--- src/logic/pvc_map.svh ---
// register offsets, field positions, reset values and timing counts
`ifndef PVC_MAP_SVH
`define PVC_MAP_SVH

`define PVC_ADDR_W 6
`define PVC_DATA_W 24
`define PVC_ADDR_PUMP 6'h09
`define PVC_ADDR_VCAL 6'h0A
`define PVC_ADDR_VCO_ACCESS 6'h05
`define PVC_RST_PUMP 24'h403264
`define PVC_RST_VCAL 24'h002205
`define PVC_RST_CAL_EN 1'b1
`define PVC_HDR_BITS 6'h08
`define PVC_FRAME_BITS 6'h20

`define PVC_PUMP_DN_LSB 0
`define PVC_PUMP_DN_MSB 6
`define PVC_PUMP_UP_LSB 7
`define PVC_PUMP_UP_MSB 13
`define PVC_PUMP_OFS_LSB 14
`define PVC_PUMP_OFS_MSB 20
`define PVC_PUMP_OFS_UP_BIT 21
`define PVC_PUMP_OFS_DN_BIT 22

`define PVC_VCAL_INTV_LSB 0
`define PVC_VCAL_INTV_MSB 2
`define PVC_VCAL_FORCE_BIT 10
`define PVC_VCAL_DIS_BIT 11
`define PVC_VCAL_NOTRIG_BIT 12
`define PVC_VCAL_CLKSEL_LSB 13
`define PVC_VCAL_CLKSEL_MSB 14

`define PVC_DIV_TERM_0 5'h00
`define PVC_DIV_TERM_1 5'h03
`define PVC_DIV_TERM_2 5'h0F
`define PVC_DIV_TERM_3 5'h1F
`define PVC_INTV_MAX 9'h100

`endif

--- src/logic/pvc_pkg.sv ---
// types shared by the pump and calibration configuration block
package pvc_pkg;
  typedef logic [23:0] pvc_word_t;
  typedef logic [2:0] pvc_intv_t;
  typedef logic [1:0] pvc_clksel_t;
  typedef logic [6:0] pvc_gain_t;
  typedef enum logic [2:0] {
    PVC_IDLE = 3'b001,
    PVC_HEAD = 3'b010,
    PVC_DATA = 3'b100
  } pvc_frame_t;
endpackage

--- src/logic/pvc_cal_if.sv ---
// carrier between register bank and calibration timing
`timescale 1ns/1ps
interface pvc_cal_if;
  import pvc_pkg::*;
  pvc_intv_t interval_code;
  pvc_clksel_t clk_sel;
  logic cal_dis;
  logic no_trig;
  logic vco_wr;
  logic meas_start;
  logic rdiv_tick;
  logic fsm_tick;
  logic meas_done;
  logic xfer_req;
  modport regs (
    output interval_code, clk_sel, cal_dis, no_trig, vco_wr, meas_start, rdiv_tick,
    input fsm_tick, meas_done, xfer_req
  );
  modport cal (
    input interval_code, clk_sel, cal_dis, no_trig, vco_wr, meas_start, rdiv_tick,
    output fsm_tick, meas_done, xfer_req
  );
endinterface

--- src/logic/pvc_regs.sv ---
// pump current and vco calibration configuration registers with serial port
//
// Functional notes
// - pump down current code, bits 6:0, 20 uA steps, resets to 100
// - pump up current code, bits 13:7, 20 uA steps, resets to 100
// - pump offset magnitude, bits 20:14, 5 uA steps, resets to zero
// - pump register resets to 0x403264, top bit reserved
// - interval code bits 2:0 picks divider cycles, 1 up to 256, reset 5
// - calibration runs while disable bit 11 is zero
// - bit 12 set suppresses internal transfers launched by vco access writes
// - bits 14:13 divide reference by 1, 4, 16 or 32, reset 1
`timescale 1ns/1ps
`include "pvc_map.svh"
module pvc_regs (
  input wire logic ref_clk_i,
  input wire logic reset_i,
  input wire logic ser_clk_i,
  input wire logic ser_data_i,
  input wire logic ser_en_i,
  output logic ser_sdo_o,
  output logic ser_sdo_oe_o,
  input wire logic rdiv_tick_i,
  input wire logic meas_start_i,
  output pvc_pkg::pvc_gain_t pump_dn_gain_o,
  output pvc_pkg::pvc_gain_t pump_up_gain_o,
  output pvc_pkg::pvc_gain_t pump_ofs_mag_o,
  output logic pump_ofs_up_en_o,
  output logic pump_ofs_dn_en_o,
  output logic cal_enable_o,
  output logic force_curve_o,
  output logic fsm_tick_o,
  output logic meas_done_o,
  output logic vco_internal_serial_port_xfer_o
);
  import pvc_pkg::*;

  pvc_cal_if cal_bus ();

  logic [2:0] clk_sync_r;
  logic [2:0] en_sync_r;
  logic [1:0] dat_sync_r;
  logic clk_rise;
  logic en_fall;
  pvc_frame_t frame_r;
  logic [5:0] bit_cnt_r;
  logic [7:0] hdr_r;
  pvc_word_t data_r;
  pvc_word_t shout_r;
  pvc_word_t pump_r;
  pvc_word_t vcal_r;
  pvc_word_t rd_word;
  logic sdo_r;
  logic sdo_oe_r;
  logic vco_wr_r;
  logic cal_en_r;
  logic wr_ok;

  // two-flop synchronisers plus a delay stage for edge detection
  always_ff @(posedge ref_clk_i or posedge reset_i)
  begin
    if (reset_i)
    begin
      clk_sync_r <= 3'h0;
      en_sync_r <= 3'h0;
      dat_sync_r <= 2'h0;
    end
    else
    begin
      clk_sync_r <= {clk_sync_r[1:0], ser_clk_i};
      en_sync_r <= {en_sync_r[1:0], ser_en_i};
      dat_sync_r <= {dat_sync_r[0], ser_data_i};
    end
  end

  assign clk_rise = clk_sync_r[1] && !clk_sync_r[2];
  assign en_fall = !en_sync_r[1] && en_sync_r[2];

  // header bit 7 is read flag, bits 6:1 address
  assign wr_ok = (frame_r == PVC_DATA) && (bit_cnt_r == `PVC_FRAME_BITS) && !hdr_r[7];

  // read data mux, used one bit early so the address still sits in bits 5:0
  always_comb
  begin
    unique case (hdr_r[5:0])
      `PVC_ADDR_PUMP: rd_word = pump_r;
      `PVC_ADDR_VCAL: rd_word = vcal_r;
      default: rd_word = 24'h000000;
    endcase
  end

  // serial frame sequencer
  always_ff @(posedge ref_clk_i or posedge reset_i)
  begin
    if (reset_i)
    begin
      frame_r <= PVC_IDLE;
      bit_cnt_r <= 6'h00;
      hdr_r <= 8'h00;
      data_r <= 24'h000000;
    end
    else
    begin
      unique case (frame_r)
        PVC_IDLE:
        begin
          bit_cnt_r <= 6'h00;
          if (en_sync_r[1])
            frame_r <= PVC_HEAD;
        end
        PVC_HEAD:
        begin
          if (!en_sync_r[1])
            frame_r <= PVC_IDLE;
          else if (clk_rise)
          begin
            hdr_r <= {hdr_r[6:0], dat_sync_r[1]};
            bit_cnt_r <= bit_cnt_r + 6'h01;
            if (bit_cnt_r + 6'h01 == `PVC_HDR_BITS)
              frame_r <= PVC_DATA;
          end
        end
        PVC_DATA:
        begin
          if (!en_sync_r[1])
            frame_r <= PVC_IDLE;
          else if (clk_rise && bit_cnt_r != `PVC_FRAME_BITS)
          begin
            data_r <= {data_r[22:0], dat_sync_r[1]};
            bit_cnt_r <= bit_cnt_r + 6'h01;
          end
        end
      endcase
    end
  end

  // readback shifter, drives while a read frame is in its data phase
  always_ff @(posedge ref_clk_i or posedge reset_i)
  begin
    if (reset_i)
    begin
      shout_r <= 24'h000000;
      sdo_r <= 1'b0;
      sdo_oe_r <= 1'b0;
    end
    else if (frame_r == PVC_HEAD && clk_rise && bit_cnt_r + 6'h01 == `PVC_HDR_BITS)
    begin
      shout_r <= 24'h000000;
      sdo_oe_r <= hdr_r[6];
      if (hdr_r[6])
        {sdo_r, shout_r} <= {rd_word, 1'b0};
    end
    else if (frame_r == PVC_DATA && clk_rise && sdo_oe_r)
    begin
      sdo_r <= shout_r[23];
      shout_r <= {shout_r[22:0], 1'b0};
    end
    else if (frame_r != PVC_DATA)
    begin
      sdo_r <= 1'b0;
      sdo_oe_r <= 1'b0;
    end
  end

  // pump register reset, all bits stored
  always_ff @(posedge ref_clk_i or posedge reset_i)
  begin
    if (reset_i)
      pump_r <= `PVC_RST_PUMP;
    else if (en_fall && wr_ok && hdr_r[6:1] == `PVC_ADDR_PUMP)
      pump_r <= data_r;
  end

  // calibration register reset, reserved bits kept
  always_ff @(posedge ref_clk_i or posedge reset_i)
  begin
    if (reset_i)
      vcal_r <= `PVC_RST_VCAL;
    else if (en_fall && wr_ok && hdr_r[6:1] == `PVC_ADDR_VCAL)
      vcal_r <= data_r;
  end

  // enable held in its own flop so the pin carries no inverter
  always_ff @(posedge ref_clk_i or posedge reset_i)
  begin
    if (reset_i)
      cal_en_r <= `PVC_RST_CAL_EN;
    else if (en_fall && wr_ok && hdr_r[6:1] == `PVC_ADDR_VCAL)
      cal_en_r <= !data_r[`PVC_VCAL_DIS_BIT];
  end

  // completed write to the vco access register
  always_ff @(posedge ref_clk_i or posedge reset_i)
  begin
    if (reset_i)
      vco_wr_r <= 1'b0;
    else
      vco_wr_r <= en_fall && wr_ok && hdr_r[6:1] == `PVC_ADDR_VCO_ACCESS;
  end

  assign cal_bus.interval_code = vcal_r[`PVC_VCAL_INTV_MSB:`PVC_VCAL_INTV_LSB];
  assign cal_bus.clk_sel = vcal_r[`PVC_VCAL_CLKSEL_MSB:`PVC_VCAL_CLKSEL_LSB];
  assign cal_bus.cal_dis = vcal_r[`PVC_VCAL_DIS_BIT];
  assign cal_bus.no_trig = vcal_r[`PVC_VCAL_NOTRIG_BIT];
  assign cal_bus.vco_wr = vco_wr_r;
  assign cal_bus.meas_start = meas_start_i;
  assign cal_bus.rdiv_tick = rdiv_tick_i;

  pvc_cal_timing u_cal (
    .ref_clk_i (ref_clk_i),
    .reset_i (reset_i),
    .cal (cal_bus)
  );

  // pump current fields straight from register
  assign pump_dn_gain_o = pump_r[`PVC_PUMP_DN_MSB:`PVC_PUMP_DN_LSB];
  assign pump_up_gain_o = pump_r[`PVC_PUMP_UP_MSB:`PVC_PUMP_UP_LSB];
  assign pump_ofs_mag_o = pump_r[`PVC_PUMP_OFS_MSB:`PVC_PUMP_OFS_LSB];
  assign pump_ofs_up_en_o = pump_r[`PVC_PUMP_OFS_UP_BIT];
  assign pump_ofs_dn_en_o = pump_r[`PVC_PUMP_OFS_DN_BIT];
  // calibration enabled while disable bit clear
  assign cal_enable_o = cal_en_r;
  assign force_curve_o = vcal_r[`PVC_VCAL_FORCE_BIT];
  assign fsm_tick_o = cal_bus.fsm_tick;
  assign meas_done_o = cal_bus.meas_done;
  assign vco_internal_serial_port_xfer_o = cal_bus.xfer_req;
  assign ser_sdo_o = sdo_r;
  assign ser_sdo_oe_o = sdo_oe_r;
endmodule // pvc_regs

--- src/logic/pvc_cal_timing.sv ---
// calibration clock divider, measurement interval and transfer gating
`timescale 1ns/1ps
`include "pvc_map.svh"
module pvc_cal_timing (
  input wire logic ref_clk_i,
  input wire logic reset_i,
  pvc_cal_if.cal cal
);
  import pvc_pkg::*;

  logic [4:0] div_cnt_r;
  logic [4:0] div_term;
  logic [8:0] intv_len;
  logic [8:0] intv_cnt_r;
  logic meas_busy_r;
  logic fsm_tick_r;
  logic meas_done_r;
  logic xfer_req_r;

  // divider terminal count from clock select code
  always_comb
  begin
    unique case (cal.clk_sel)
      2'h0: div_term = `PVC_DIV_TERM_0;
      2'h1: div_term = `PVC_DIV_TERM_1;
      2'h2: div_term = `PVC_DIV_TERM_2;
      2'h3: div_term = `PVC_DIV_TERM_3;
    endcase
  end

  always_ff @(posedge ref_clk_i or posedge reset_i)
  begin
    if (reset_i)
    begin
      div_cnt_r <= 5'h00;
      fsm_tick_r <= 1'b0;
    end
    else if (div_cnt_r >= div_term)
    begin
      div_cnt_r <= 5'h00;
      fsm_tick_r <= 1'b1;
    end
    else
    begin
      div_cnt_r <= div_cnt_r + 5'h01;
      fsm_tick_r <= 1'b0;
    end
  end

  always_comb
  begin
    if (cal.interval_code == 3'h7)
      intv_len = `PVC_INTV_MAX;
    else
      intv_len = 9'h001 << cal.interval_code;
  end

  // count reference divider cycles, only while enabled
  always_ff @(posedge ref_clk_i or posedge reset_i)
  begin
    if (reset_i)
    begin
      meas_busy_r <= 1'b0;
      intv_cnt_r <= 9'h000;
      meas_done_r <= 1'b0;
    end
    else
    begin
      meas_done_r <= 1'b0;
      if (cal.cal_dis)
        meas_busy_r <= 1'b0;
      else if (!meas_busy_r && cal.meas_start)
      begin
        meas_busy_r <= 1'b1;
        intv_cnt_r <= 9'h000;
      end
      else if (meas_busy_r && cal.rdiv_tick)
      begin
        if (intv_cnt_r + 9'h001 >= intv_len)
        begin
          meas_busy_r <= 1'b0;
          meas_done_r <= 1'b1;
        end
        intv_cnt_r <= intv_cnt_r + 9'h001;
      end
    end
  end

  always_ff @(posedge ref_clk_i or posedge reset_i)
  begin
    if (reset_i)
      xfer_req_r <= 1'b0;
    else
      xfer_req_r <= cal.vco_wr && !cal.no_trig;
  end

  assign cal.fsm_tick = fsm_tick_r;
  assign cal.meas_done = meas_done_r;
  assign cal.xfer_req = xfer_req_r;
endmodule // pvc_cal_timing

--- config.mk ---
export PLATFORM = sky130hd
export DESIGN_NAME = pvc_regs
export DESIGN_NICKNAME = d
export VERILOG_FILES = /design/src/logic/pvc_pkg.sv /design/src/logic/pvc_cal_if.sv /design/src/logic/pvc_regs.sv /design/src/logic/pvc_cal_timing.sv
export VERILOG_INCLUDE_DIRS = /design/src /design/src/logic
export SDC_FILE = /design/constraint.sdc
export NUM_CORES = 1
export LEC_CHECK = 0
export BUFFER_PORTS_ARGS = -buffer_cell sky130_fd_sc_hd__buf_2
export CELL_PAD_IN_SITES_DETAIL_PLACEMENT = 0
export CELL_PAD_IN_SITES_GLOBAL_PLACEMENT = 2
export CORE_UTILIZATION = 38
export CTS_CLUSTER_DIAMETER = 40
export CTS_CLUSTER_SIZE = 24
export DETAILED_ROUTE_END_ITERATION = 12
export HOLD_SLACK_MARGIN = 0.15
export PLACE_DENSITY = 0.87
export SLEW_MARGIN = 20
export SYNTH_ARGS = -nofsm -noshare
export SYNTH_HDL_FRONTEND = slang
export SYNTH_SLANG_ARGS = --single-unit
--- constraint.sdc ---
create_clock -name ref_clk_i -period 3.75 [get_ports ref_clk_i]
set_input_delay 0.1875 -clock ref_clk_i [delete_from_list [all_inputs] [get_ports ref_clk_i]]
set_output_delay 0.1875 -clock ref_clk_i [all_outputs]
set_load 0.05 [all_outputs]
# Word level (Yosys, flattened, before mapping)
# Index checks and enable logic that the tools add are counted.
# word_totals
register_bits	143
output_inout_bits	30
word_cells	125
# classes
add_sub_neg	3
magnitude_cmp	2
n_eq_ne	26
shifts	1
mux	35
bitwise_logic	1
reduce_logical	37
# op_table
op	n
24-bit 2-to-1 mux	3
24-bit case mux with 2 select lines	1
6-bit by 4-bit equality test with 1-bit output, second input constant	5
9-bit 2-to-1 mux	3
6-bit 2-to-1 mux	4
5-bit case mux with 4 select lines	1
6-bit case mux with 3 select lines	1
1-bit logical AND	16
2-bit != test, second input constant	8
1-bit 2-to-1 mux	15
3-bit 2-to-1 mux	5
9-bit by 1-bit adder with 9-bit output, second input constant	1
9-bit greater-or-equal comparator	1
3-bit != test, second input constant	3
3-bit case mux with 3 select lines	1
3-bit nonzero test	3
1-bit by 3-bit << shifter with 9-bit output, first input constant	1
2-bit AND reduction	4
4-bit AND reduction	2
6-bit by 1-bit adder with 6-bit output, second input constant	1
3-bit equality test, second input constant	2
6-bit by 3-bit equality test with 1-bit output, second input constant	1
6-bit equality test, second input constant	1
1-bit logical NOT	6
12 further kinds	16

# Depth between registers and ports, before layout
# depth
word_depth	7
depth_mapped	9

# Cells and area by module
# Synthesis repeated with hierarchy kept, for this count alone.
# hier_totals
hier_cells	548
area_unflattened_um2	6872.8
# modules_own_cells
module	instances	cells_each	area_per_inst_um2	seq_area_each_um2
pvc_regs	1	427	5714.2	3119.2
pvc_cal_timing	1	121	1158.6	450.4

# Worst setup path after synthesis
# OpenSTA, ideal clock, no wires.
# synth_path
kind	register to register
startpoint	reg u_cal.intv_cnt_r[2]
endpoint	reg u_cal.meas_done_r (netlist: u_cal.cal.meas_done)
setup_time_ns	0.121
t_arrival_ns	1.884
required_time_ns	3.629
setup_slack_ns	1.745
stages_incl_launch_ff	10
path_buffers	1
path_cell_list	dfrtp_1 clkbuf_1 and4_1 and2_1 xor2_1 ha_1 a21oi_1 o21a_1 o2111ai_1 a22o_1
# synth_between
elab_chain_cells	6
# synth_rtl
item	line	source
from (decl)	pvc_cal_timing.sv:14	logic [8:0] intv_cnt_r;
from (signal assigned)	pvc_cal_timing.sv:84	intv_cnt_r <= intv_cnt_r + 9'h001;
9-bit by 1-bit adder with 9-bit output	pvc_cal_timing.sv:79	if (intv_cnt_r + 9'h001 >= intv_len)
9-bit greater-or-equal comparator	pvc_cal_timing.sv:79	
1-bit 2-to-1 mux	pvc_cal_timing.sv:79	
1-bit 2-to-1 mux	pvc_cal_timing.sv:77	else if (meas_busy_r && cal.rdiv_tick)
1-bit 2-to-1 mux	pvc_cal_timing.sv:72	else if (!meas_busy_r && cal.meas_start)
1-bit 2-to-1 mux	pvc_cal_timing.sv:70	if (cal.cal_dis)
to (signal assigned)	pvc_cal_timing.sv:65	meas_done_r <= 1'b0;
to (signal assigned)	pvc_cal_timing.sv:69	meas_done_r <= 1'b0;
to (signal assigned)	pvc_cal_timing.sv:82	meas_done_r <= 1'b1;
to (decl)	pvc_cal_timing.sv:17	logic meas_done_r;
# No other way between the ends.
# A chain may end at the register's enable or synchronous reset.

# Final worst setup path
# layout_path
startpoint	reg u_cal.intv_cnt_r[0]
endpoint	reg u_cal.meas_busy_r
# layout_between
elab_chain_cells	4
# layout_rtl
item	line	source
9-bit by 1-bit adder with 9-bit output	pvc_cal_timing.sv:79	
9-bit greater-or-equal comparator	pvc_cal_timing.sv:79	
3-bit nonzero test (no line)	-	
2-bit AND reduction (no line)	-	
to (signal assigned)	pvc_cal_timing.sv:71	meas_busy_r <= 1'b0;
to (signal assigned)	pvc_cal_timing.sv:74	meas_busy_r <= 1'b1;
to (signal assigned)	pvc_cal_timing.sv:81	meas_busy_r <= 1'b0;
to (decl)	pvc_cal_timing.sv:15	logic meas_busy_r;
# No other way between the ends.

==> results.py <==
metrics = {
    "yosys": {
        "synth_area_leaders": "dfrtp_1 (45%), mux2_2 (10%), dfstp_2 (4.8%), mux2_4 (4.0%), nor3_1 (3.4%)",
        "synthesis.instances": 619,
        "synth_area_per_cell_um2": 11.5,
        "ys_seq_area_frac": 0.502,
        "synthArstFlopShare": 1.00,
        "ys_warn_count": 0,
        "synthDistinctLibCells": 56,
        "ys_seq_elements": 142,
        "synth.largest_area_cell": "dfrtp_1",
        "synth_fp_nets": 643,
        "syn-cell-area_um2": 7110,
        "synth-main-ff-cell": "dfrtp_1",
        "post-synth-top-area-fraction": 0.454,
        "synth_edf_count": 0,
    },
    "timing": {
        "slew_viol_final": 0,
        "fin_crit_sh": 0.785,
        "setup_viol": 0,
        "period_needed_ns": 2.95,
        "finalSetupTns_ns": 0,
        "rsz0062_at_grt": "false",
        "holdWs_ns": 0.282,
        "fmax_ghz": 0.340,
        "fin_worst_skew_ns": 0.00676,
        "worst-slew-pin-transition_ns": 1.03,
        "relSlewSlack": 0.313,
        "finalHoldViolCount": 0,
    },
    "cts": {
        "insertion_delay_ns": 0.42,
        "cts_buffer_depth": 2,
        "root_buffer": "clkbuf_16",
        "cts_resized": 0,
        "cts_tree": "done",
        "cts_made_buffers": 17,
        "htreeDepth": 4,
        "cts.sinks": 142,
        "path_clk_slew_ns": 0.06,
    },
    "power_and_ir_drop": {
        "internal_power_uw": 2990,
        "p_switching_uw": 1160,
        "combPwrFrac": 0.158,
        "peakVddDrop_mv": 0.330,
        "switching_share": 0.280,
        "leakage_uw": 0.00380,
        "powerDensity_nw_per_um2": 517,
        "seq_power_share": 0.415,
        "pwr-share-clk": 0.427,
    },
    "floorplanning": {
        "die_h_um": 139,
        "core_um2": 18100,
        "die_area_um2": 19300,
        "die_w_um": 139,
        "num_rows": 49,
        "start_util": 0.392,
        "num_io_pins": 37,
    },
    "cells_and_area": {
        "antenna_cells": 0,
        "areaGrowthSynthToFinish_pct": 13.2,
        "layout_commonest_cell": "dfrtp_1",
        "layout_common_cells": "dfrtp_1 (129), mux2_2 (63), inv_1 (57)",
        "drive_above_1_share": 0.280,
        "layout.nets": 660,
        "final_cell_area_um2": 8050,
    },
    "setup_path": {
        "start_kind": "flip-flop",
        "critPathArrivalTime_ns": 3.30,
        "worstPathRequired_ns": 4.10,
        "cp-end-kind": "flip-flop",
        "path_cells": "ha_1, and2_1, nand2_1, xnor2_1, ha_1, nand3_1, o211ai_1, dlygate4sd3_1, a31oi_1, dlygate4sd3_1",
        "crit_fanout": 7,
        "crit_slowest_cell": "dlygate4sd3_1",
        "cp_slowest_stage_delay_ns": 0.57,
        "criticalPathCategory": "reg -> reg",
    },
    "status": {
        "outcome": "complete, but fails checks",
        "violations": "DRC",
    },
    "place": {
        "dpl_cell_area_um2": 7350,
        "globalplace.congestion": 0.771,
        "place_hpwl_um": 9090,
        "port_buffers": 36,
    },
    "routing": {
        "routedWlPerCell_um": 16.3,
        "dr_total_vias": 4673,
        "viasPerCell": 5.32,
        "drtAntennaViolNets": 0,
        "drt_iter0_markers": 288,
        "drc": 6,
        "first_pass_iters": 9,
        "routed_wl_um": 14300,
    },
    "global_route": {
        "grt_use_total": 0.159,
        "grt_first_pass_wirelength_um": 24400,
        "gr-total-overflow": 0,
        "antenna_found_initial": 1,
        "grt_max_degree": 102,
        "grt_pass1_vias": 4744,
    },
    "run": {
        "cap_violations": 0,
    },
    "worst_hold_path": {
        "min_path_type": "in -> reg",
    },
}
path summary, 6_finish.rpt:
| check | start | to | depth (start not counted) | slack, ns |
|---|---|---|---|---|
| setup / recovery | u_cal.intv_cnt_r[0] | u_cal.meas_busy_r | 10 | 0.80 |
| hold / removal | rdiv_tick_i | u_cal.intv_cnt_r[8] | 3 | 0.28 |
| setup reg to reg | u_cal.intv_cnt_r[0] | u_cal.meas_busy_r | 10 | 0.80 |
| hold reg to reg | en_sync_r[0] | en_sync_r[1] | 0 | 0.35 |
| max in group asynchronous | reset_i | frame_r[0] | 4 | 2.24 |
| min in group asynchronous | reset_i | u_cal.div_cnt_r[4] | 3 | 0.51 |
Yosys cell counts (all sizes together) (15+ instances only):
master,n
o21ai,28
ha,17
buf,36
dfrtp,129
nand3,19
inv,58
mux2i,23
clkbuf,17
o2111ai,24
mux2,82
nand2,15
nor2,15
nor3,49
through the flow:
step / util / worst slack (ns) / total power, uW / cells
6_report: 0.443 / 0.805 / 4160 / 878
5_1_grt: 0.443 / 0.626 / 4350 / 878
4_1_cts: 0.443 / 0.841 / 4210 / 878
3_5_place_dp: 0.405 / 1.21 / 2390 / 839
3_3_place_gp: 0.405 / 1.29 / 2360 / 839
2_1_floorplan: - / 1.75 / 2220 / 619
layer usage:
layer / global-route usage / part of all wire / vias up
met2: 0.244 / 0.46 / 83
li1: - / - / 2224
met1: 0.218 / 0.48 / 2344
met5: 0 / 0.00063 / -
met3: 0.0418 / 0.042 / 20
met4: 0.0538 / 0.015 / 2
logic make-up after synthesis:
kind of cell	after synthesis	share of synthesized area
XOR/XNOR	15	0.0185
AO/OA/AOI/OAI	93	0.0929
multiplexers	105	0.172
buffers and inverters	111	0.0741
flip-flops	142	0.502
AND/OR/NAND/NOR	136	0.110
adder cells (fa/ha/maj)	17	0.0299
final cells by class:
| class | instances | area (um2) |
|---|---|---|
| flip-flops and latches | 142 | 3570 |
| inverters | 58 | 221 |
| clock buffers | 23 | 498 |
| repair buffers | 51 | 323 |
| clock inverters | 9 | 130 |
| well taps | 229 | 287 |
| multi-input cells | 366 | 3020 |
| fillers | 1668 | 10100 |
power groups by stage:
| stage | registers [uW] | logic, uW | clock network, uW |
|---|---|---|---|
| global placement | 1740 | 619 | 0 |
| detailed placement | 1750 | 640 | 0 |
| finish | 1720 | 656 | 1780 |
| CTS | 1720 | 664 | 1820 |
| floorplan | 1730 | 496 | 0 |
| global route | 1740 | 729 | 1890 |
sequential cells by signal, summed over array words and instances (netlist names), 3 cells and up:
name and cells:
vcal_r 24, bit_cnt_r 6, hdr_r 8, u_cal.intv_cnt_r 9, frame_r 3, en_sync_r 3
shout_r 23, data_r 24, clk_sync_r 3, u_cal.div_cnt_r 5, pump_r 24
worst max-delay path: cells and delay by family (launching register included):
kind | cells | cell delay [ns]
buffers and inverters | 2 | 1.14
AO/OA/AOI/OAI | 2 | 0.22
AND/OR/NAND/NOR | 3 | 0.39
adder cells (fa/ha/maj) | 2 | 0.52
flip-flops | 1 | 0.47
XOR/XNOR | 1 | 0.14
timing repair:
action	in CTS	in global routing
setup buffers	0	0
endpoints found under the hold margin	39	0
hold buffers	7	0
No activity file was read; power rests on OpenSTA's default activity.
